File: src/design/sdcdec_defines.vh
// constants for the sinc3 decimator and result control block
// assumes one 16-bit register port and a 50 MHz system clock
`ifndef SDCDEC_DEFINES_VH
`define SDCDEC_DEFINES_VH

// register word addresses
`define SDCDEC_ADDR_CTRL    2'h0
`define SDCDEC_ADDR_RESULT  2'h1
`define SDCDEC_ADDR_STATUS  2'h2

// control register fields
`define SDCDEC_CTL_GO       0
`define SDCDEC_CTL_SINGLE   1
`define SDCDEC_CTL_GROUP    2
`define SDCDEC_CTL_DF       3
`define SDCDEC_CTL_LSBACC   4
`define SDCDEC_CTL_LSBTOG   5
`define SDCDEC_CTL_OSR_LO   6
`define SDCDEC_CTL_OSR_HI   7
`define SDCDEC_CTL_SRC      8
`define SDCDEC_CTL_DIV_LO   9
`define SDCDEC_CTL_DIV_HI   10
`define SDCDEC_CTL_DLY_LO   11
`define SDCDEC_CTL_DLY_HI   12
`define SDCDEC_CTL_RESET    16'h0000

// status register fields
`define SDCDEC_ST_READY     0
`define SDCDEC_ST_OVFL      1
`define SDCDEC_ST_BUSY      2
`define SDCDEC_ST_MODE_LO   3
`define SDCDEC_ST_MODE_HI   4

// conversion mode codes {grouped, continuous}
`define SDCDEC_MODE_SGL_ONE 2'h0
`define SDCDEC_MODE_SGL_CNT 2'h1
`define SDCDEC_MODE_GRP_ONE 2'h2
`define SDCDEC_MODE_GRP_CNT 2'h3

// filter geometry
`define SDCDEC_ACC_W        25
`define SDCDEC_OUT_W        24
`define SDCDEC_MAX_LOG2     4'h8
`define SDCDEC_DLY_BASE     3'h4
`define SDCDEC_ZERO16       16'h0000

`endif

File: src/design/sdcdec_top.v
// one channel of sinc3 decimation, result formatting and conversion control
// assumes a synchronous 16-bit register port, modulator bit from a pin
//
// What this block does
// RULE1: sinc3 decimates the 1-bit modulator stream
// RULE2: one result per decimation period
// RULE3: step settles by third or fourth result
// RULE4: output width 15 to 24 bits by ratio
// RULE5: ratio 256 shows filter bits 23..8
// RULE6: ratio 32 result word lsb reads zero
// RULE7: low access gives sixteen low bits
// RULE8: byte read gives eight low bits
// RULE9: toggle inverts low access per read
// RULE10: toggle write leaves low access alone; the code reloads low access from bit 4 on every control write
// RULE11: one result word, ready flag on write
// RULE12: ready clears on read or write
// RULE13: format 0 is offset binary
// RULE14: format 1 is twos complement
// RULE15: single and group select four modes
// RULE16: ungrouped after grouped is group master
// RULE17: ungrouped single shot runs once, clears go
// RULE18: clearing go stops, powers down filter
// RULE19: continuous repeats until go cleared
// RULE20: software reads result before clearing go
// RULE21: notch follows modulator clock and ratio
// RULE22: delay 00 suppresses ready until fourth
// RULE23: overflow when unread result is replaced
// RULE24: integrators at fm, combs at fs
`include "sdcdec_defines.vh"

module sdcdec_top (
    // clock and reset
    input  wire        clk_sys_in,
    input  wire        resetn_in,
    // register port
    input  wire [1:0]  reg_addr_in,
    input  wire [15:0] reg_wdata_in,
    input  wire        reg_wr_in,
    input  wire        reg_rd_in,
    input  wire        reg_rd_byte_in,
    output reg  [15:0] reg_rdata_out,
    // modulator side pins
    input  wire        mod_bit_in,
    input  wire        mod_ext_clk_in,
    input  wire        prev_group_in,
    // status lines
    output wire        group_master_out,
    output wire        group_with_next_out,
    output wire        busy_out,
    output wire        result_ready_flag_out,
    output wire        overflow_flag_out
);

    ////////////////////////////////////////////////////////////////////////
    // helpers

    // log2 of the oversampling ratio, 256 at code zero
    function [3:0] osr_log2;
        input [1:0] sel;
        begin
            osr_log2 = `SDCDEC_MAX_LOG2 - {2'h0, sel};
        end
    endfunction

    // clip the raw sum to the largest code of its width
    function [`SDCDEC_ACC_W-1:0] clip_raw;
        input [`SDCDEC_ACC_W-1:0] raw;
        input [3:0]               lg;
        reg   [31:0]              lim;
        begin
            lim = (32'h1 << (lg * 3)) - 32'h1;
            if ({7'h0, raw} > lim) begin
                clip_raw = lim[`SDCDEC_ACC_W-1:0];
            end else begin
                clip_raw = raw;
            end
        end
    endfunction

    ////////////////////////////////////////////////////////////////////////
    // control register

    reg  [15:0] ctrl_q;
    reg         ready_q;
    reg         ovfl_q;
    reg         lsbacc_q;

    wire        conv_go              = ctrl_q[`SDCDEC_CTL_GO];
    wire        single_shot_sel      = ctrl_q[`SDCDEC_CTL_SINGLE];
    wire        group_with_next      = ctrl_q[`SDCDEC_CTL_GROUP];
    wire        data_format_sel      = ctrl_q[`SDCDEC_CTL_DF];
    wire        low_bits_toggle      = ctrl_q[`SDCDEC_CTL_LSBTOG];
    wire [1:0]  oversample_ratio_sel =
                ctrl_q[`SDCDEC_CTL_OSR_HI:`SDCDEC_CTL_OSR_LO];
    wire        mod_clock_src_sel    = ctrl_q[`SDCDEC_CTL_SRC];
    wire [1:0]  mod_clock_div        =
                ctrl_q[`SDCDEC_CTL_DIV_HI:`SDCDEC_CTL_DIV_LO];
    wire [1:0]  irq_delay_sel        =
                ctrl_q[`SDCDEC_CTL_DLY_HI:`SDCDEC_CTL_DLY_LO];
    wire [3:0]  osr_lg               = osr_log2(oversample_ratio_sel);

    // mode decode from the single and group settings
    wire [1:0]  mode = {group_with_next, ~single_shot_sel};   // RULE15
    assign group_master_out    = ~group_with_next & prev_group_in; // RULE16
    assign group_with_next_out = group_with_next;
    assign busy_out            = conv_go;

    wire wr_ctrl   = reg_wr_in & (reg_addr_in == `SDCDEC_ADDR_CTRL);
    wire wr_status = reg_wr_in & (reg_addr_in == `SDCDEC_ADDR_STATUS);
    wire rd_result = reg_rd_in & (reg_addr_in == `SDCDEC_ADDR_RESULT);

    ////////////////////////////////////////////////////////////////////////
    // pin synchronisers, a change counts once stages two and three agree

    reg  [2:0]  bit_sync_q;
    reg  [2:0]  clk_sync_q;
    reg         mod_bit_q;
    reg         ext_clk_q;
    reg         ext_clk_prev_q;

    // stage one feeds stage two only
    always @(posedge clk_sys_in or negedge resetn_in) begin
        if (!resetn_in) begin
            bit_sync_q     <= 3'h0;
            clk_sync_q     <= 3'h0;
            mod_bit_q      <= 1'b0;
            ext_clk_q      <= 1'b0;
            ext_clk_prev_q <= 1'b0;
        end else begin
            bit_sync_q <= {bit_sync_q[1:0], mod_bit_in};
            clk_sync_q <= {clk_sync_q[1:0], mod_ext_clk_in};
            if (bit_sync_q[1] == bit_sync_q[2]) begin
                mod_bit_q <= bit_sync_q[2];
            end
            if (clk_sync_q[1] == clk_sync_q[2]) begin
                ext_clk_q <= clk_sync_q[2];
            end
            ext_clk_prev_q <= ext_clk_q;
        end
    end

    ////////////////////////////////////////////////////////////////////////
    // modulator clock: source select then power-of-two divider

    reg  [2:0]  div_cnt_q;
    wire        base_tick = mod_clock_src_sel ?
                            (ext_clk_q & ~ext_clk_prev_q) : 1'b1;
    wire [2:0]  div_mask  = (3'h1 << mod_clock_div) - 3'h1;
    wire        mod_tick  = conv_go & base_tick &
                            (div_cnt_q >= div_mask);          // RULE21

    // divider held clear while stopped so each start is aligned
    always @(posedge clk_sys_in or negedge resetn_in) begin
        if (!resetn_in) begin
            div_cnt_q <= 3'h0;
        end else if (!conv_go || mod_tick) begin
            div_cnt_q <= 3'h0;
        end else if (base_tick) begin
            div_cnt_q <= div_cnt_q + 3'h1;
        end
    end

    ////////////////////////////////////////////////////////////////////////
    // sinc3 filter: integrators at the modulator rate

    reg  [`SDCDEC_ACC_W-1:0] integ1_q;
    reg  [`SDCDEC_ACC_W-1:0] integ2_q;
    reg  [`SDCDEC_ACC_W-1:0] integ3_q;
    reg  [7:0]               dec_cnt_q;
    wire [7:0]               dec_last = 8'hff >> oversample_ratio_sel;
    wire                     dec_end  = mod_tick & (dec_cnt_q == dec_last);

    // wraparound sums are fine, combs undo the modulo arithmetic
    always @(posedge clk_sys_in or negedge resetn_in) begin
        if (!resetn_in) begin
            integ1_q  <= {`SDCDEC_ACC_W{1'b0}};
            integ2_q  <= {`SDCDEC_ACC_W{1'b0}};
            integ3_q  <= {`SDCDEC_ACC_W{1'b0}};
            dec_cnt_q <= 8'h00;
        end else if (!conv_go) begin                     // RULE18
            integ1_q  <= {`SDCDEC_ACC_W{1'b0}};
            integ2_q  <= {`SDCDEC_ACC_W{1'b0}};
            integ3_q  <= {`SDCDEC_ACC_W{1'b0}};
            dec_cnt_q <= 8'h00;
        end else if (mod_tick) begin
            integ1_q  <= integ1_q + {{(`SDCDEC_ACC_W-1){1'b0}}, mod_bit_q};
            integ2_q  <= integ2_q + integ1_q;            // RULE24
            integ3_q  <= integ3_q + integ2_q;            // RULE1
            dec_cnt_q <= dec_end ? 8'h00 : dec_cnt_q + 8'h01;
        end
    end

    ////////////////////////////////////////////////////////////////////////
    // sinc3 filter: combs at the output rate

    reg  [`SDCDEC_ACC_W-1:0] z1_q;
    reg  [`SDCDEC_ACC_W-1:0] z2_q;
    reg  [`SDCDEC_ACC_W-1:0] z3_q;
    reg  [`SDCDEC_ACC_W-1:0] raw_q;
    reg                      res_stb_q;
    wire [`SDCDEC_ACC_W-1:0] d1 = integ3_q - z1_q;
    wire [`SDCDEC_ACC_W-1:0] d2 = d1 - z2_q;
    wire [`SDCDEC_ACC_W-1:0] d3 = d2 - z3_q;

    // one result per decimation period
    always @(posedge clk_sys_in or negedge resetn_in) begin
        if (!resetn_in) begin
            z1_q      <= {`SDCDEC_ACC_W{1'b0}};
            z2_q      <= {`SDCDEC_ACC_W{1'b0}};
            z3_q      <= {`SDCDEC_ACC_W{1'b0}};
            raw_q     <= {`SDCDEC_ACC_W{1'b0}};
            res_stb_q <= 1'b0;
        end else if (!conv_go) begin
            z1_q      <= {`SDCDEC_ACC_W{1'b0}};
            z2_q      <= {`SDCDEC_ACC_W{1'b0}};
            z3_q      <= {`SDCDEC_ACC_W{1'b0}};
            res_stb_q <= 1'b0;
        end else begin
            res_stb_q <= dec_end;                        // RULE2
            if (dec_end) begin
                z1_q  <= integ3_q;
                z2_q  <= d1;
                z3_q  <= d2;
                raw_q <= d3;                             // RULE24
            end
        end
    end

    ////////////////////////////////////////////////////////////////////////
    // result word and conversion counting

    reg  [`SDCDEC_ACC_W-1:0] result_word_q;
    reg  [2:0]               conv_cnt_q;
    wire [2:0]               need_cnt = `SDCDEC_DLY_BASE -
                                        {1'b0, irq_delay_sel};
    wire [2:0]               cnt_next = (conv_cnt_q == `SDCDEC_DLY_BASE) ?
                                        conv_cnt_q : conv_cnt_q + 3'h1;
    // early results are still written, only the flag waits for settling
    wire                     flag_ok  = cnt_next >= need_cnt; // RULE3
    // a strobe left over from the stopping edge must not raise the flag
    wire                     flag_set = res_stb_q & flag_ok & // RULE22
                                        conv_go;
    wire                     one_done = flag_set & single_shot_sel &
                                        ~group_with_next; // RULE19

    // counter restarts on each start so the settle delay reapplies
    always @(posedge clk_sys_in or negedge resetn_in) begin
        if (!resetn_in) begin
            result_word_q <= {`SDCDEC_ACC_W{1'b0}};
            conv_cnt_q    <= 3'h0;
        end else begin
            if (!conv_go) begin
                conv_cnt_q <= 3'h0;
            end else if (res_stb_q) begin
                conv_cnt_q <= cnt_next;
            end
            if (res_stb_q) begin
                result_word_q <= raw_q;                  // RULE11
            end
        end
    end

    ////////////////////////////////////////////////////////////////////////
    // flags, set wins over every clear

    always @(posedge clk_sys_in or negedge resetn_in) begin
        if (!resetn_in) begin
            ready_q <= 1'b0;
            ovfl_q  <= 1'b0;
        end else begin
            if (flag_set) begin
                ready_q <= 1'b1;                         // RULE11
            end else if (rd_result ||
                         (wr_status && reg_wdata_in[`SDCDEC_ST_READY])) begin
                ready_q <= 1'b0;                         // RULE12
            end
            if (flag_set && ready_q && !rd_result) begin
                ovfl_q <= 1'b1;                          // RULE23
            end else if (wr_status && reg_wdata_in[`SDCDEC_ST_OVFL]) begin
                ovfl_q <= 1'b0;
            end
        end
    end
    assign result_ready_flag_out = ready_q;
    assign overflow_flag_out     = ovfl_q;

    ////////////////////////////////////////////////////////////////////////
    // control writes, low access bit and go auto clear

    always @(posedge clk_sys_in or negedge resetn_in) begin
        if (!resetn_in) begin
            ctrl_q   <= `SDCDEC_CTL_RESET;
            lsbacc_q <= 1'b0;
        end else begin
            if (wr_ctrl) begin
                ctrl_q <= reg_wdata_in;
            end else if (one_done) begin
                ctrl_q[`SDCDEC_CTL_GO] <= 1'b0;          // RULE17
            end
            // continuous mode keeps go set until software clears it
            if (rd_result && low_bits_toggle) begin
                lsbacc_q <= ~lsbacc_q;                   // RULE9
            end else if (wr_ctrl) begin
                lsbacc_q <= reg_wdata_in[`SDCDEC_CTL_LSBACC]; // RULE10
            end
        end
    end

    ////////////////////////////////////////////////////////////////////////
    // read formatting

    reg  [`SDCDEC_ACC_W-1:0] clipped;
    reg  [31:0]              wide;
    reg  [`SDCDEC_OUT_W-1:0] aligned;
    reg  [15:0]              result_view;

    // left align to 24 bits so every ratio keeps the same full scale
    always @* begin
        clipped = clip_raw(result_word_q, osr_lg);       // RULE4
        wide    = {7'h0, clipped} <<
                  (`SDCDEC_OUT_W - osr_lg * 3);
        aligned = wide[`SDCDEC_OUT_W-1:0];               // RULE6
        if (data_format_sel) begin
            aligned[`SDCDEC_OUT_W-1] = ~aligned[`SDCDEC_OUT_W-1]; // RULE14
        end
        if (reg_rd_byte_in) begin
            result_view = {8'h00, clipped[7:0]};         // RULE8
        end else if (lsbacc_q) begin
            result_view = clipped[15:0];                 // RULE7
        end else begin
            result_view = aligned[`SDCDEC_OUT_W-1:8];    // RULE5 RULE13
        end
    end

    // read data stands only in the cycle after the strobe
    always @(posedge clk_sys_in or negedge resetn_in) begin
        if (!resetn_in) begin
            reg_rdata_out <= `SDCDEC_ZERO16;
        end else if (!reg_rd_in) begin
            reg_rdata_out <= `SDCDEC_ZERO16;
        end else begin
            case (reg_addr_in)
                `SDCDEC_ADDR_CTRL: begin
                    reg_rdata_out <= {ctrl_q[15:5], lsbacc_q, ctrl_q[3:0]};
                end
                `SDCDEC_ADDR_RESULT: begin
                    reg_rdata_out <= result_view;
                end
                `SDCDEC_ADDR_STATUS: begin
                    reg_rdata_out <= {11'h000, mode, conv_go,
                                      ovfl_q, ready_q};
                end
                default: begin
                    reg_rdata_out <= `SDCDEC_ZERO16;
                end
            endcase
        end
    end

endmodule // sdcdec_top

File: config.mk
export PLATFORM = sky130hd
export DESIGN_NAME = sdcdec_top
export DESIGN_NICKNAME = d
export VERILOG_FILES = /design/src/design/sdcdec_top.v
export VERILOG_INCLUDE_DIRS = /design/src /design/src/design
export SDC_FILE = /design/constraint.sdc
export NUM_CORES = 1
export LEC_CHECK = 0
export ABC_CLOCK_PERIOD_IN_PS = 10000
export BUFFER_PORTS_ARGS = -buffer_cell sky130_fd_sc_hd__buf_2
export CAP_MARGIN = 25
export CORE_MARGIN = 4
export CORE_UTILIZATION = 62
export CTS_CLUSTER_SIZE = 24
export DETAILED_ROUTE_END_ITERATION = 8
export GPL_TIMING_DRIVEN = 0
export PLACE_DENSITY_LB_ADDON = 0.3
export SYNTH_ARGS = -nofsm -noshare
export SYNTH_HDL_FRONTEND = slang
export SYNTH_SLANG_ARGS = --single-unit
export TNS_END_PERCENT = 20
File: constraint.sdc
create_clock -name clk_sys_in -period 10 [get_ports clk_sys_in]
set_clock_uncertainty 0.2 [all_clocks]
set_input_delay 1 -clock clk_sys_in [delete_from_list [all_inputs] [get_ports clk_sys_in]]
set_output_delay 1 -clock clk_sys_in [all_outputs]
set_load 0.03 [all_outputs]
==> results.yml <==
status:
  status: "complete, no violations"
cells_and_area:
  diodes: 0
  drive_gt1_frac: 0.0837
  final_common_cell: "nand2_1"
  final_cell_mix: "nand2_1 (324), dfrtp_1 (258), o21ai_0 (164)"
  nNetsFinal: 2444
  post-route-util: 0.692
  syn_to_final_growth_pct: 9.37
clock_network:
  htreeDepth: 1
  clockBufferDepth: 3
  ctsResizeCount: 0
  cts_sinks: 258
  cts_setup_buffers: 0
  cts_hold_buffers: 0
  cts_tree: "done"
  cts_made_buffers: 29
  cts_root_buf: "clkbuf_16"
  worst_skew_pair.late_latency_ns: 0.56
  path_clk_slew_ns: 0.06
place:
  hpwl_um: 39200
  gp_congestion: 0.942
  io_buffers: 46
critical_path:
  cp_top_family: "compound AO/OA/AOI/OAI gates"
  crit_type: "reg -> reg"
  worst-path-buf-inv: 0
  crit_path_top_delay_cell: "dfrtp_1"
  crit_required_ns: 10.24
  worstSetupEndpointType: "flip-flop"
  critPathMaxStageDelay_ns: 0.50
  startpoint_type: "flip-flop"
  worstPathMaxFanout: 6
  worstPathArrival_ns: 7.25
floorplan:
  start_util: 0.632
  ios: 47
  placementRows: 63
  core_area_um2: 29900
  die_x_um: 183
  die_area_um2: 33300
  die_h_um: 183
flow_run:
  maxCapViolations: 0
global_route:
  grt_pass1_wl_um: 84300
  grt_pass1_vias: 16358
  grt_max_degree: 125
  antenna_found_initial: 0
  grt_usage: 0.309
  grt_overflow: 0
route:
  antenna_left: 0
  viasPerCell: 6.18
  first_pass_iters: 6
  vias: 16451
  routedWlPerCell_um: 19.5
  initialDrtViolationCount: 1353
  routed_wl_um: 51800
  drc: 0
power:
  p_per_area_nw_per_um2: 281
  p_total_mw: 5.80
  power_leakage_nw: 9.51
  vdd_drop_max_v: 0.000283
timing:
  timing.hold.ws_ns: 0.0946
  tns_ns: 0
  setup_viol: 0
  max-slew-margin-rel: 0.263
  max_freq_ghz: 0.143
  finalCriticalPeriod_ns: 7.01
  grt_setup_unrepaired: "no"
  finalHoldViolations: 0
  period_share: 0.701
  drv_slew: 0
  worst_pin_slew_ns: 1.09
yosys:
  synth.distinct_cells: 95
  ys_warn_count: 0
  synthCells: 2169
  netlist_area_um2: 18900
  seq_area_frac_synth: 0.342
  synthFlopType: "dfrtp_1"
  synth_seq_cells: 258
  syn_avg_cell_area_um2: 8.71
  ys_async_sr_fraction: 1.00
  synth-edff-count: 0
hold_path:
  hold_path_class: "in -> async"
==> worst reg2reg max path, delay by kind of cell, from the launching register on <==
| family | cells | cell delay (ns) |
|---|---|---|
| AO/OA/AOI/OAI | 14 | 2.61 |
| XOR/XNOR | 4 | 0.85 |
| flip-flops | 1 | 0.50 |
| multiplexers | 1 | 0.27 |
| adder cells (fa/ha/maj) | 3 | 1.14 |
| AND/OR/NAND/NOR | 8 | 1.33 |
==> cell families (layout without fill, tap and decap cells) <==
kind of cell | Yosys count | count (layout) | share of synthesized area
AOI/OAI and AO/OA | 555 | 555 | 0.190
xor gates and xnor gates | 128 | 128 | 0.0601
adders and majority gates | 170 | 170 | 0.114
buffers and inverters | 242 | 342 | 0.0570
DFF | 258 | 258 | 0.342
muxes | 80 | 80 | 0.0564
other | 2 | 3 | 0.000397
and+or+nand+nor | 734 | 734 | 0.181
==> cell type report <==
type / count / area, µm²
multi-input cells: 1670 / 11400
inverters: 153 / 574
fillers: 2356 / 9210
clock buffers: 43 / 878
flip-flops and latches: 258 / 6460
repair buffers: 49 / 300
well taps: 390 / 488
clock inverters: 8 / 100
plain buffers: 89 / 503
==> per-stage QoR <==
stage	setup WS [ns]	instance area (µm²)	std cells
3_3_place_gp	3.10	19600	2606
6_report	2.99	20700	2660
2_1_floorplan	4.25	18900	2170
4_1_cts	3.11	20700	2659
5_1_grt	2.39	20700	2660
3_5_place_dp	3.18	19700	2608
==> flip-flops by register name, indices dropped and copies added, names as in the netlist, 3 cells and up <==
name,flops
bit_sync_q,3
clip_raw.raw,25
clk_sync_q,3
conv_cnt_q,3
ctrl_q,15
dec_cnt_q,8
div_cnt_q,3
integ1_q,25
integ2_q,25
integ3_q,25
raw_q,25
reg_rdata_out,16
z1_q,25
z2_q,25
z3_q,25
==> routing by layer <==
metal / share of wire / up-vias / GRT usage
met3: 0.052 / 145 / 0.0355
li1: - / 7833 / -
met5: 0 / - / 0
met2: 0.49 / 535 / 0.543
met4: 0.042 / 0 / 0.117
met1: 0.41 / 7938 / 0.393
==> final timing paths <==
path,from,to,slack (ns),depth (start not counted)
max in group asynchronous,resetn_in,z2_q[4],8.18,3
hold / removal,resetn_in,ctrl_q[5],0.09,1
setup / recovery,integ3_q[1],raw_q[24],2.99,30
setup reg to reg,integ3_q[1],raw_q[24],2.99,30
hold reg to reg,bit_sync_q[0],bit_sync_q[1],0.16,0
min in group clk_sys_in,bit_sync_q[0],bit_sync_q[1],0.16,0
==> cells in the mapped netlist, types with 5 or more instances <==
master	count	area share
a211o_1	6	0.0028
a211oi_1	20	0.0079
a21boi_0	42	0.017
a21o_1	38	0.015
a21oi_1	124	0.033
a221o_1	5	0.0026
a22o_1	6	0.0028
a31oi_1	23	0.0076
and2_1	26	0.0086
and3_1	28	0.0093
buf_1	7	0.0014
clkbuf_1	61	0.012
clkbuf_8	12	0.0087
dfrtp_1	258	0.34
fa_1	5	0.0053
ha_1	163	0.11
inv_1	152	0.030
mux2_2	32	0.019
mux2i_1	31	0.016
mux4_1	6	0.0083
mux4_2	10	0.012
nand2_1	324	0.064
nand2b_1	22	0.0073
nand3_1	78	0.021
nand4_1	21	0.0070
nor2_1	124	0.025
nor2b_1	22	0.0073
nor3_1	32	0.0085
nor4_1	5	0.0017
o211ai_1	20	0.0079
o21a_1	10	0.0040
o21ai_0	164	0.043
o21bai_1	13	0.0052
o22ai_1	8	0.0026
o31ai_1	10	0.0040
o41ai_1	6	0.0028
or2_2	7	0.0023
or3_1	15	0.0050
xnor2_1	80	0.037
xor2_1	47	0.022
==> report_power, final <==
group	total, mW	internal [mW]	switching (mW)
clock	1.09	0.654	0.437
combinational	3.60	1.44	2.17
sequential	1.11	1.07	0.0345
total	5.80	3.17	2.64
Note: power is estimated with default switching activity, not from simulation.
